--- src/design/ppsp_pkg.sv ---
package ppsp_pkg;
   // ----------------------------------------
   // Register map
   // ----------------------------------------
   localparam logic [7:0] OFF_CTRL = 8'h00;
   localparam logic [7:0] OFF_ADDR = 8'h04;
   localparam logic [7:0] OFF_DATA = 8'h08;
   localparam logic [7:0] OFF_STAT = 8'h0c;
   localparam logic [31:0] CTRL_RESET = 32'h0000_0000;
   localparam logic [31:0] ADDR_RESET = 32'h0000_0000;
   // ----------------------------------------
   // Control fields
   // ----------------------------------------
   localparam int CTRL_ON = 15;
   localparam int CTRL_MODE_LO = 8;
   localparam int CTRL_READ_GO = 7;
   localparam int CTRL_SEL_ADDR = 6;
   localparam int CTRL_SEL_POL = 3;
   localparam int CTRL_WR_POL = 1;
   localparam int CTRL_RD_POL = 0;
   localparam logic [31:0] CTRL_WMASK = 32'h0000_834b;
   localparam logic [1:0] MODE_MASTER1 = 2'h3;
   // ----------------------------------------
   // Sizes and timing
   // ----------------------------------------
   localparam int DATA_W = 8;
   localparam int ADDR_PINS = 11;
   localparam int BUF_DEPTH = 4;
   localparam int CLK_PERIOD_NS = 10;
   localparam int STROBE_NS = 20;
   localparam int STROBE_CYC = (STROBE_NS + CLK_PERIOD_NS - 1) / CLK_PERIOD_NS;
   // Pin register plus three input stages before a read byte is settled
   localparam int SYNC_LAG = 4;
   localparam int READ_CYC = STROBE_CYC + SYNC_LAG;
   typedef enum logic [1:0] {ST_IDLE, ST_WRITE, ST_READ} ppsp_state_t;
endpackage

--- src/design/ppsp_pin_level.sv ---
`timescale 1ns/1ns
`default_nettype none
module ppsp_pin_level (
   input wire logic active,
   input wire logic polarity,
   input wire logic use_address,
   input wire logic address_bit,
   output logic level
);
   // Address use overrides the polarity entirely
   always_comb begin
      if (use_address) begin
         level = address_bit;
      end else begin
         level = polarity ? active : ~active;
      end
   end
endmodule // ppsp_pin_level
`default_nettype wire

--- src/design/ppsp_port.sv ---
`timescale 1ns/1ns
`default_nettype none
module ppsp_port (
   input wire logic sys_clk,
   input wire logic reset_n,
   input wire logic ce,
   input wire logic [7:0] reg_addr,
   input wire logic [31:0] reg_wdata,
   input wire logic reg_wr,
   input wire logic reg_rd,
   output logic [31:0] reg_rdata,
   input wire logic [7:0] port_data_in,
   output logic [7:0] port_data_out,
   output logic port_data_oe_n,
   output logic [10:0] port_addr,
   output logic port_select_pin,
   output logic port_write_pin,
   output logic port_read_pin
);
   // ----------------------------------------
   // State
   // ----------------------------------------
   ppsp_pkg::ppsp_state_t state, next_state;
   logic [31:0] ctrl, next_ctrl;
   logic [11:0] address, next_address;
   logic [7:0] buffer [ppsp_pkg::BUF_DEPTH], next_buffer [ppsp_pkg::BUF_DEPTH];
   logic [1:0] wr_idx, next_wr_idx;
   logic [1:0] rd_idx, next_rd_idx;
   logic [3:0] cnt, next_cnt;
   logic [31:0] next_rdata;
   logic [7:0] next_data_out;
   logic [7:0] sync1, sync2, sync3, data_stable;
   logic sel_level, wr_level, rd_level;
   logic act_sel, act_wr, act_rd;
   logic on, master1, sel_addr, last, last_read;

   assign on = ctrl[ppsp_pkg::CTRL_ON];
   assign master1 = ctrl[ppsp_pkg::CTRL_MODE_LO +: 2] == ppsp_pkg::MODE_MASTER1;
   assign sel_addr = ctrl[ppsp_pkg::CTRL_SEL_ADDR];
   assign last = cnt == 4'(ppsp_pkg::STROBE_CYC - 1);
   // Read strobe held until the driven byte has passed the synchroniser
   assign last_read = cnt == 4'(ppsp_pkg::READ_CYC - 1);

   function automatic logic hit(input logic [7:0] a, input logic [7:0] off);
      hit = a == off;
   endfunction

   // ----------------------------------------
   // Pin input synchroniser
   // ----------------------------------------
   // Bus value taken only once two late stages agree, so a skewed byte never lands
   always_ff @(posedge sys_clk or negedge reset_n) begin
      if (!reset_n) begin
         sync1 <= 8'h00;
         sync2 <= 8'h00;
         sync3 <= 8'h00;
         data_stable <= 8'h00;
      end else if (ce) begin
         sync1 <= port_data_in;
         sync2 <= sync1;
         sync3 <= sync2;
         if (sync2 == sync3) begin
            data_stable <= sync3;
         end
      end
   end

   // ----------------------------------------
   // Registers and transfer engine
   // ----------------------------------------
   always_comb begin
      next_state = state;
      next_ctrl = ctrl;
      next_address = address;
      next_buffer = buffer;
      next_wr_idx = wr_idx;
      next_rd_idx = rd_idx;
      next_cnt = cnt;
      next_data_out = port_data_out;
      next_rdata = 32'h0000_0000;
      if (reg_wr && hit(reg_addr, ppsp_pkg::OFF_CTRL)) begin
         next_ctrl = reg_wdata & ppsp_pkg::CTRL_WMASK;
      end
      if (reg_wr && hit(reg_addr, ppsp_pkg::OFF_ADDR)) begin
         next_address = reg_wdata[11:0];
      end
      unique case (state)
         ppsp_pkg::ST_IDLE: begin
            next_cnt = 4'h0;
            // Writes while a strobe runs are dropped, not queued
            if (on && reg_wr && hit(reg_addr, ppsp_pkg::OFF_DATA)) begin
               next_buffer[wr_idx] = reg_wdata[7:0];
               next_wr_idx = wr_idx + 2'h1;
               next_data_out = reg_wdata[7:0];
               next_state = ppsp_pkg::ST_WRITE;
            end else if (on && reg_wr && hit(reg_addr, ppsp_pkg::OFF_CTRL)
                         && reg_wdata[ppsp_pkg::CTRL_READ_GO]) begin
               next_state = ppsp_pkg::ST_READ;
            end
         end
         ppsp_pkg::ST_WRITE: begin
            next_cnt = cnt + 4'h1;
            if (last) begin
               next_state = ppsp_pkg::ST_IDLE;
            end
         end
         ppsp_pkg::ST_READ: begin
            next_cnt = cnt + 4'h1;
            if (last_read) begin
               next_buffer[wr_idx] = data_stable;
               next_wr_idx = wr_idx + 2'h1;
               next_state = ppsp_pkg::ST_IDLE;
            end
         end
      endcase
      // Clearing the enable aborts any strobe in flight
      if (!next_ctrl[ppsp_pkg::CTRL_ON]) begin
         next_state = ppsp_pkg::ST_IDLE;
      end
      if (reg_rd) begin
         if (hit(reg_addr, ppsp_pkg::OFF_CTRL)) begin
            next_rdata = ctrl;
         end else if (hit(reg_addr, ppsp_pkg::OFF_ADDR)) begin
            next_rdata = {20'h00000, address};
         end else if (hit(reg_addr, ppsp_pkg::OFF_DATA)) begin
            next_rdata = {24'h000000, buffer[rd_idx]};
            next_rd_idx = rd_idx + 2'h1;
         end else if (hit(reg_addr, ppsp_pkg::OFF_STAT)) begin
            next_rdata = {26'h0000000, state != ppsp_pkg::ST_IDLE, 1'b0, wr_idx, rd_idx};
         end
      end
   end

   always_ff @(posedge sys_clk or negedge reset_n) begin
      if (!reset_n) begin
         state <= ppsp_pkg::ST_IDLE;
         ctrl <= ppsp_pkg::CTRL_RESET;
         address <= ppsp_pkg::ADDR_RESET[11:0];
         for (int i = 0; i < ppsp_pkg::BUF_DEPTH; i++) begin
            buffer[i] <= 8'h00;
         end
         wr_idx <= 2'h0;
         rd_idx <= 2'h0;
         cnt <= 4'h0;
         port_data_out <= 8'h00;
         reg_rdata <= 32'h0000_0000;
      end else if (ce) begin
         state <= next_state;
         ctrl <= next_ctrl;
         address <= next_address;
         buffer <= next_buffer;
         wr_idx <= next_wr_idx;
         rd_idx <= next_rd_idx;
         cnt <= next_cnt;
         port_data_out <= next_data_out;
         reg_rdata <= next_rdata;
      end
   end

   // ----------------------------------------
   // Strobe selection and polarity
   // ----------------------------------------
   // Mode 11 turns the write pin into an enable and the read pin into a direction line
   always_comb begin
      act_sel = state != ppsp_pkg::ST_IDLE;
      if (master1) begin
         act_wr = state != ppsp_pkg::ST_IDLE;
         act_rd = state == ppsp_pkg::ST_READ;
      end else begin
         act_wr = state == ppsp_pkg::ST_WRITE;
         act_rd = state == ppsp_pkg::ST_READ;
      end
   end

   ppsp_pin_level u_sel (
      .active(act_sel),
      .polarity(ctrl[ppsp_pkg::CTRL_SEL_POL]),
      .use_address(sel_addr),
      .address_bit(address[11]),
      .level(sel_level)
   );
   ppsp_pin_level u_wr (
      .active(act_wr),
      .polarity(ctrl[ppsp_pkg::CTRL_WR_POL]),
      .use_address(1'b0),
      .address_bit(1'b0),
      .level(wr_level)
   );
   ppsp_pin_level u_rd (
      .active(act_rd),
      .polarity(ctrl[ppsp_pkg::CTRL_RD_POL]),
      .use_address(1'b0),
      .address_bit(1'b0),
      .level(rd_level)
   );

   // Pins lag the state by one cycle so every output leaves a flip-flop
   always_ff @(posedge sys_clk or negedge reset_n) begin
      if (!reset_n) begin
         port_select_pin <= 1'b1;
         port_write_pin <= 1'b1;
         port_read_pin <= 1'b1;
         port_addr <= 11'h000;
         port_data_oe_n <= 1'b1;
      end else if (ce) begin
         port_select_pin <= sel_level;
         port_write_pin <= wr_level;
         port_read_pin <= rd_level;
         port_addr <= address[10:0];
         port_data_oe_n <= state != ppsp_pkg::ST_WRITE;
      end
   end
endmodule // ppsp_port
`default_nettype wire

--- config.mk ---
export PLATFORM = sky130hd
export DESIGN_NAME = ppsp_port
export DESIGN_NICKNAME = d
export VERILOG_FILES = /design/src/design/ppsp_pkg.sv /design/src/design/ppsp_pin_level.sv /design/src/design/ppsp_port.sv
export SDC_FILE = /design/constraint.sdc
export NUM_CORES = 1
export LEC_CHECK = 0
export CORE_UTILIZATION = 40
export CTS_CLUSTER_DIAMETER = 100
export DETAILED_ROUTE_END_ITERATION = 7
export DONT_BUFFER_PORTS = 1
export PLACE_DENSITY = 0.65
export SYNTH_ARGS = -nofsm -noshare
export SYNTH_HDL_FRONTEND = slang
export SYNTH_SLANG_ARGS = --single-unit
export TNS_END_PERCENT = 5
--- constraint.sdc ---
create_clock -name sys_clk -period 3.6 [get_ports sys_clk]
set_clock_uncertainty 0.15 [all_clocks]
set_input_delay 0.36 -clock sys_clk [delete_from_list [all_inputs] [get_ports sys_clk]]
set_output_delay 0.36 -clock sys_clk [all_outputs]
set_load 0.05 [all_outputs]
After elaboration in Yosys (flattened, before gate mapping)
Cells that the tools add are included.
W data, S select, Z words.
{ "classes": {"n_bitwise": 7, "n_reduce_logical": 19, "n_eq_ne": 15, "n_addsub": 3, "order_cmp": 3, "muxes": 31} }
{ "ops": {"columns": ["op", "count"], "rows": [
  ["$bwmux W32", 2],
  ["$mux W32", 2],
  ["$pmux W32 S2", 1],
  ["$mux W16", 3],
  ["$mux W8", 4],
  ["$bmux W8 S2", 1],
  ["$demux W8 S2", 1],
  ["$eq A8 B4 Y1 const B", 2],
  ["$mux W2", 7],
  ["$mux W12", 1],
  ["$eq A8 B3 Y1 const B", 1],
  ["$eq A8 B8 Y1", 1],
  ["$logic_not A8 Y1", 1],
  ["$pmux W4 S2", 1],
  ["$reduce_and A4 Y1", 2],
  ["$logic_and A1 B1 Y1", 7],
  ["$ge A3 B3 Y1 const B", 2],
  ["$mux W6", 1],
  ["$ne A3 B3 Y1 const B", 2],
  ["$not A2 Y3", 2],
  ["$pmux W2 S3", 1],
  ["$reduce_and A2 Y1", 3],
  ["$mux W1", 5],
  ["$not A1 Y1", 5],
  ["other kinds (16)", 20]
]} }
{ "word_totals": {"wordCells": 100, "in_bits": 53, "output_inout_bits": 55, "reg_bits": 148} }

Logic depth before layout (Yosys ltp)
{ "logic_depth": {"depth_word": 8, "depth_mapped": 6, "mapped_depth_nobuf": 6} }

Cells and area by module
A second synthesis with hierarchy kept.
{ "hier_totals": {"hier_cells": 439, "area_unflattened_um2": 6088.3} }
{ "modules_own_cells": {"columns": ["module", "cells_per_inst", "area_per_inst_um2", "n_inst", "seq_area_each_um2"], "rows": [
  ["ppsp_port", 430, 6035.8, 1, 3233.1],
  ["ppsp_pin_level", 3, 17.5, 3, 0.0]
]} }

Least setup slack after synthesis
OpenSTA, ideal clock, no wires.
{ "synth_timing": {"path_type": "input port to flip-flop", "start": "in reg_addr[2]", "end": "reg buffer[0] in the netlist's numbering", "t_arrival_ns": 1.935, "n_path_buf": 1, "setup_slack_ns": 1.390, "setup_ns": 0.125, "path_stages": 5, "required_ns": 3.325, "path_cell_list": "buf_6 > or4b_1 > nor3_4 > o211ai_2 > mux2_2"} }
{ "synth_between": {"elab_chain_cells": 4} }
{ "synth_rtl": {"columns": ["item", "line_no", "rtl"], "rows": [
  ["from (decl)", "ppsp_port.sv:7", "input wire logic [7:0] reg_addr,"],
  ["$eq A8 B4 Y1", "ppsp_port.sv:45", "hit = a == off;"],
  ["$logic_and A1 B1 Y1", "ppsp_port.sv:91", "if (on && reg_wr && hit(reg_addr, ppsp_pkg::OFF_DATA)) begin"],
  ["$ne A2 B2 Y1 (no source line)", null, null],
  ["$reduce_and A4 Y1 (no source line)", null, null],
  ["to (signal assigned)", "ppsp_port.sv:151", "buffer <= next_buffer;"],
  ["to (decl)", "ppsp_port.sv:26", "logic [7:0] buffer [ppsp_pkg::BUF_DEPTH], next_buffer [ppsp_pkg::BUF_DEPTH];"]
]} }
Every way passes these cells.
A chain may end at the register's enable or synchronous reset.

Worst setup path in the final report
{ "layout_timing": {"start": "reg state[0]", "end": "reg buffer[0] in the netlist's numbering"} }
{ "layout_between": {"elab_chain_cells": 3, "elab_cells_between_ends": 7, "cone_classes": "3 x eq/ne; 1 x mux; 3 x reduce/logical"} }
{ "layout_rtl": {"columns": ["item", "line_no", "rtl"], "rows": [
  ["from (decl)", "ppsp_port.sv:23", "ppsp_pkg::ppsp_state_t state, next_state;"],
  ["from (signal assigned)", "ppsp_port.sv:136", "state <= ppsp_pkg::ST_IDLE;"],
  ["from (signal assigned)", "ppsp_port.sv:148", "state <= next_state;"],
  ["$eq A2 B2 Y1 or $logic_not A2 Y1 (tied branches)", "ppsp_port.sv:87", "unique case (state)"],
  ["$ne A2 B2 Y1 (no source line) or $reduce_bool A2 Y1 (tied branches)", null, null],
  ["$reduce_and A4 Y1 (no source line)", null, null]
]} }
Several ways; a longest one is shown, not always the timed one.

==> metrics.cfg <==
[status]
outcome = finished, final reports clean

[detailed_routing]
post_drt_wl_per_cell_um = 19.69
via_per_inst = 5.304
vias = 3432
first_iter_violations = 215
routed_wl_mm = 12.74
antenna_left = 0
drt-pass1-iter-count = 4
drc = 0

[power]
pwr-share-seq_pct = 45.1
leakage_nw = 3.210
swShare_pct = 24.24
p_comb_share_pct = 7.5
ir_drop_mv = 0.3316
switchingPower_mw = 0.8679
total_power_mw = 3.580
clkPwrFrac_pct = 47.4
powerDensity_nw_per_um2 = 520.1
internal-power_mw = 2.712

[timing]
finalWorstSetupSlack_ns = 1.034
slew_headroom_pct = 36.01
rsz0062_at_grt = no
setup_viol = 0
maxSlewViolCount = 0
finalCritPeriodShare_pct = 71.29
max_clock_freq_mhz = 389.6
holdWs_ns = 0.02225
setup_tns_ns = 0
period_minus_slack_ns = 2.566
timing_worst_slew_pin_value_ns = 0.9519
finalHoldViolCount = 0

[finish]
drive_above_1_share_pct = 37.15
stdcell_count = 647
area_growth_pct = 16.47
antenna_cells = 0
fin_nets = 512
finalInstanceArea_um2 = 6883
fin_util_pct = 47.54

[global_route]
grt_pass1_wl_mm = 20.44
grt_pass1_vias = 3551
grt_max_degree = 130
grt-ovfl-total = 0
grt_usage_pct = 18.56
antenna_found_initial = 0

[synth]
synth_seq_cells = 129
synth_area_leaders = dfrtp_1, mux2_2, mux4_2
synth-edff-count = 0
synth_top_cell_by_area = dfrtp_1
syn_inst = 422
syn_avg_cell_area_um2 = 14.00
ys_warn_count = 0
ys_seq_area_share_pct = 54.71
async_flop_share_pct = 100.0
ys.flop_type = dfrtp_1
netlist_area_um2 = 5909
synthTopCellsByCount = dfrtp_1, mux2_2, buf_4
netlist.area_leader.share_pct = 52.93
yosysMostFrequentCell = dfrtp_1
ys_types = 48

[clock_network]
cts_hold_buf = 26
clock-sinks = 129
clkTransAtPathRegs_ns = 0.06
root_buffer = clkbuf_16
htreeDepth = 4
clkLatencyLatePin_ns = 0.42
cts_tree = built
cts_setup_buffers = 0
clockBufferDepth = 2
cts_resized = 0
numCtsBuffers = 17

[setup_path]
reg2reg_depth = 5
cp_slowest_cell = ha_1
crit_fanout = 12
r2r_slack_ns = 1.03
cpLargestDelayFamily = adder cells
slowest_delay_ns = 0.58
required_ns = 3.75
arrival_ns = 2.71
path_buf_inv = 1
setup.worst_path.start_class = register
crit_type = register to register
path_cells = inv_1, ha_1, nor2b_1, o211ai_2, mux2_2
worst_setup_path_end_kind = register
r2r_end = buffer[0]$_DFFE_PN0P_
reg2reg_from = state[0]$_DFFE_PN0P_

[place]
place_inst = 589
hpwl_mm = 8.185
io_buffers = 0
finalWeightedCongestion = 0.7603
placed_area_um2 = 6003
pre_cts_slack_ns = 1.029

[worst_hold_path]
hold_start = reg_addr[2]
worstHoldPathCells = 2
holdPathEnd = reg_rdata[9]$_DFFE_PN0P_
hp-class = input port to register

[floorplan]
ios = 108
initial_core_util_pct = 40.81
core-area_um2 = 14480
die_h_um = 123.5
dieArea_um2 = 15260
row_count = 44
fp.dieW_um = 123.5

[job]
max_cap_viol_count = 0

-- worst max-delay path by stage --
stage | cells past startpoint | start | endpoint | slack, ns
after detailed placement | 5 | state[0]$_DFFE_PN0P_ | buffer[0]$_DFFE_PN0P_ | 1.03
after CTS | 5 | state[0]$_DFFE_PN0P_ | buffer[12]$_DFFE_PN0P_ | 1.02
final | 5 | state[0]$_DFFE_PN0P_ | buffer[0]$_DFFE_PN0P_ | 1.03
after global routing | 5 | state[0]$_DFFE_PN0P_ | buffer[12]$_DFFE_PN0P_ | 0.86
after floorplan | 5 | reg_addr[2] | buffer[0]$_DFFE_PN0P_ | 1.39
after global placement | 5 | state[0]$_DFFE_PN0P_ | buffer[12]$_DFFE_PN0P_ | 1.09
-- final cells by class --
cell class,instances,area [µm²]
Timing Repair Buffer,28,302.8
Inverter,12,45.04
Tap cell,184,230.2
Clock inverter,12,135.1
Multi-Input combinational cell,262,2480
Clock buffer,20,456.7
Fill cell,1236,7596
Sequential cell,129,3233
-- cells in the final DEF, fill, tap and decap left out, drive strengths merged, types with 3 or more instances in the layout --
cell type    Yosys  layout
conb             1      19
o2bb2ai          6       6
o211ai           4       4
mux4             9       9
a221o            4       4
a22o             4       4
buf             24       4
nor2b            4       4
nand4            5       5
dfrtp          125     125
mux2i            9       9
nor3             3       3
nand3            3       3
nor2             9       9
nand2           12      12
a21oi            5       5
ha               9       9
dfstp            4       4
clkinv           1      10
inv             11      11
dlygate4sd3      0      24
o21ai            7       7
xor2             3       3
clkbuf          13      20
xnor2           11      11
mux2           115     115
-- power by group through the flow --
stage	Combinational, mW	Clock, mW	Sequential, mW
after floorplan	0.209	0	1.62
after global placement	0.193	0	1.64
after detailed placement	0.198	0	1.64
after CTS	0.271	1.73	1.62
after global routing	0.293	1.81	1.63
final	0.267	1.70	1.61
-- registers in the layout, indices dropped and copies added (netlist names), 2 cells and up --
signal and flops:
cnt 4, port_data_out 8, reg_rdata 13, ctrl 7, sync1 8, buffer 32, rd_idx 2, sync3 8
state 2, data_stable 8, wr_idx 2, sync2 8, address 12, port_addr 11
-- cells by family after synthesis --
kind of cell    count (synthesis)  synth area share, %
other cells                     1              0.06346
compound gates                 39                5.209
fa+ha+maj                       9                1.906
simple gates                   48                4.700
mux                           133                26.87
flops                         129                54.71
xor+xnor                       14                2.075
buf+inv                        49                4.467
-- routing by layer --
metal  wire [µm]  vias to the layer above  global-route usage (%)  share of wire [%]
li1            -                     1550                       -                  -
met1        5700                     1781                   23.98                 45
met2        6196                       88                   29.57                 49
met3         689                       13                   5.120                5.4
met4         153                        0                   7.229                1.2
met5           0                        -                       0                  0
(Power assumes the default switching activity.)
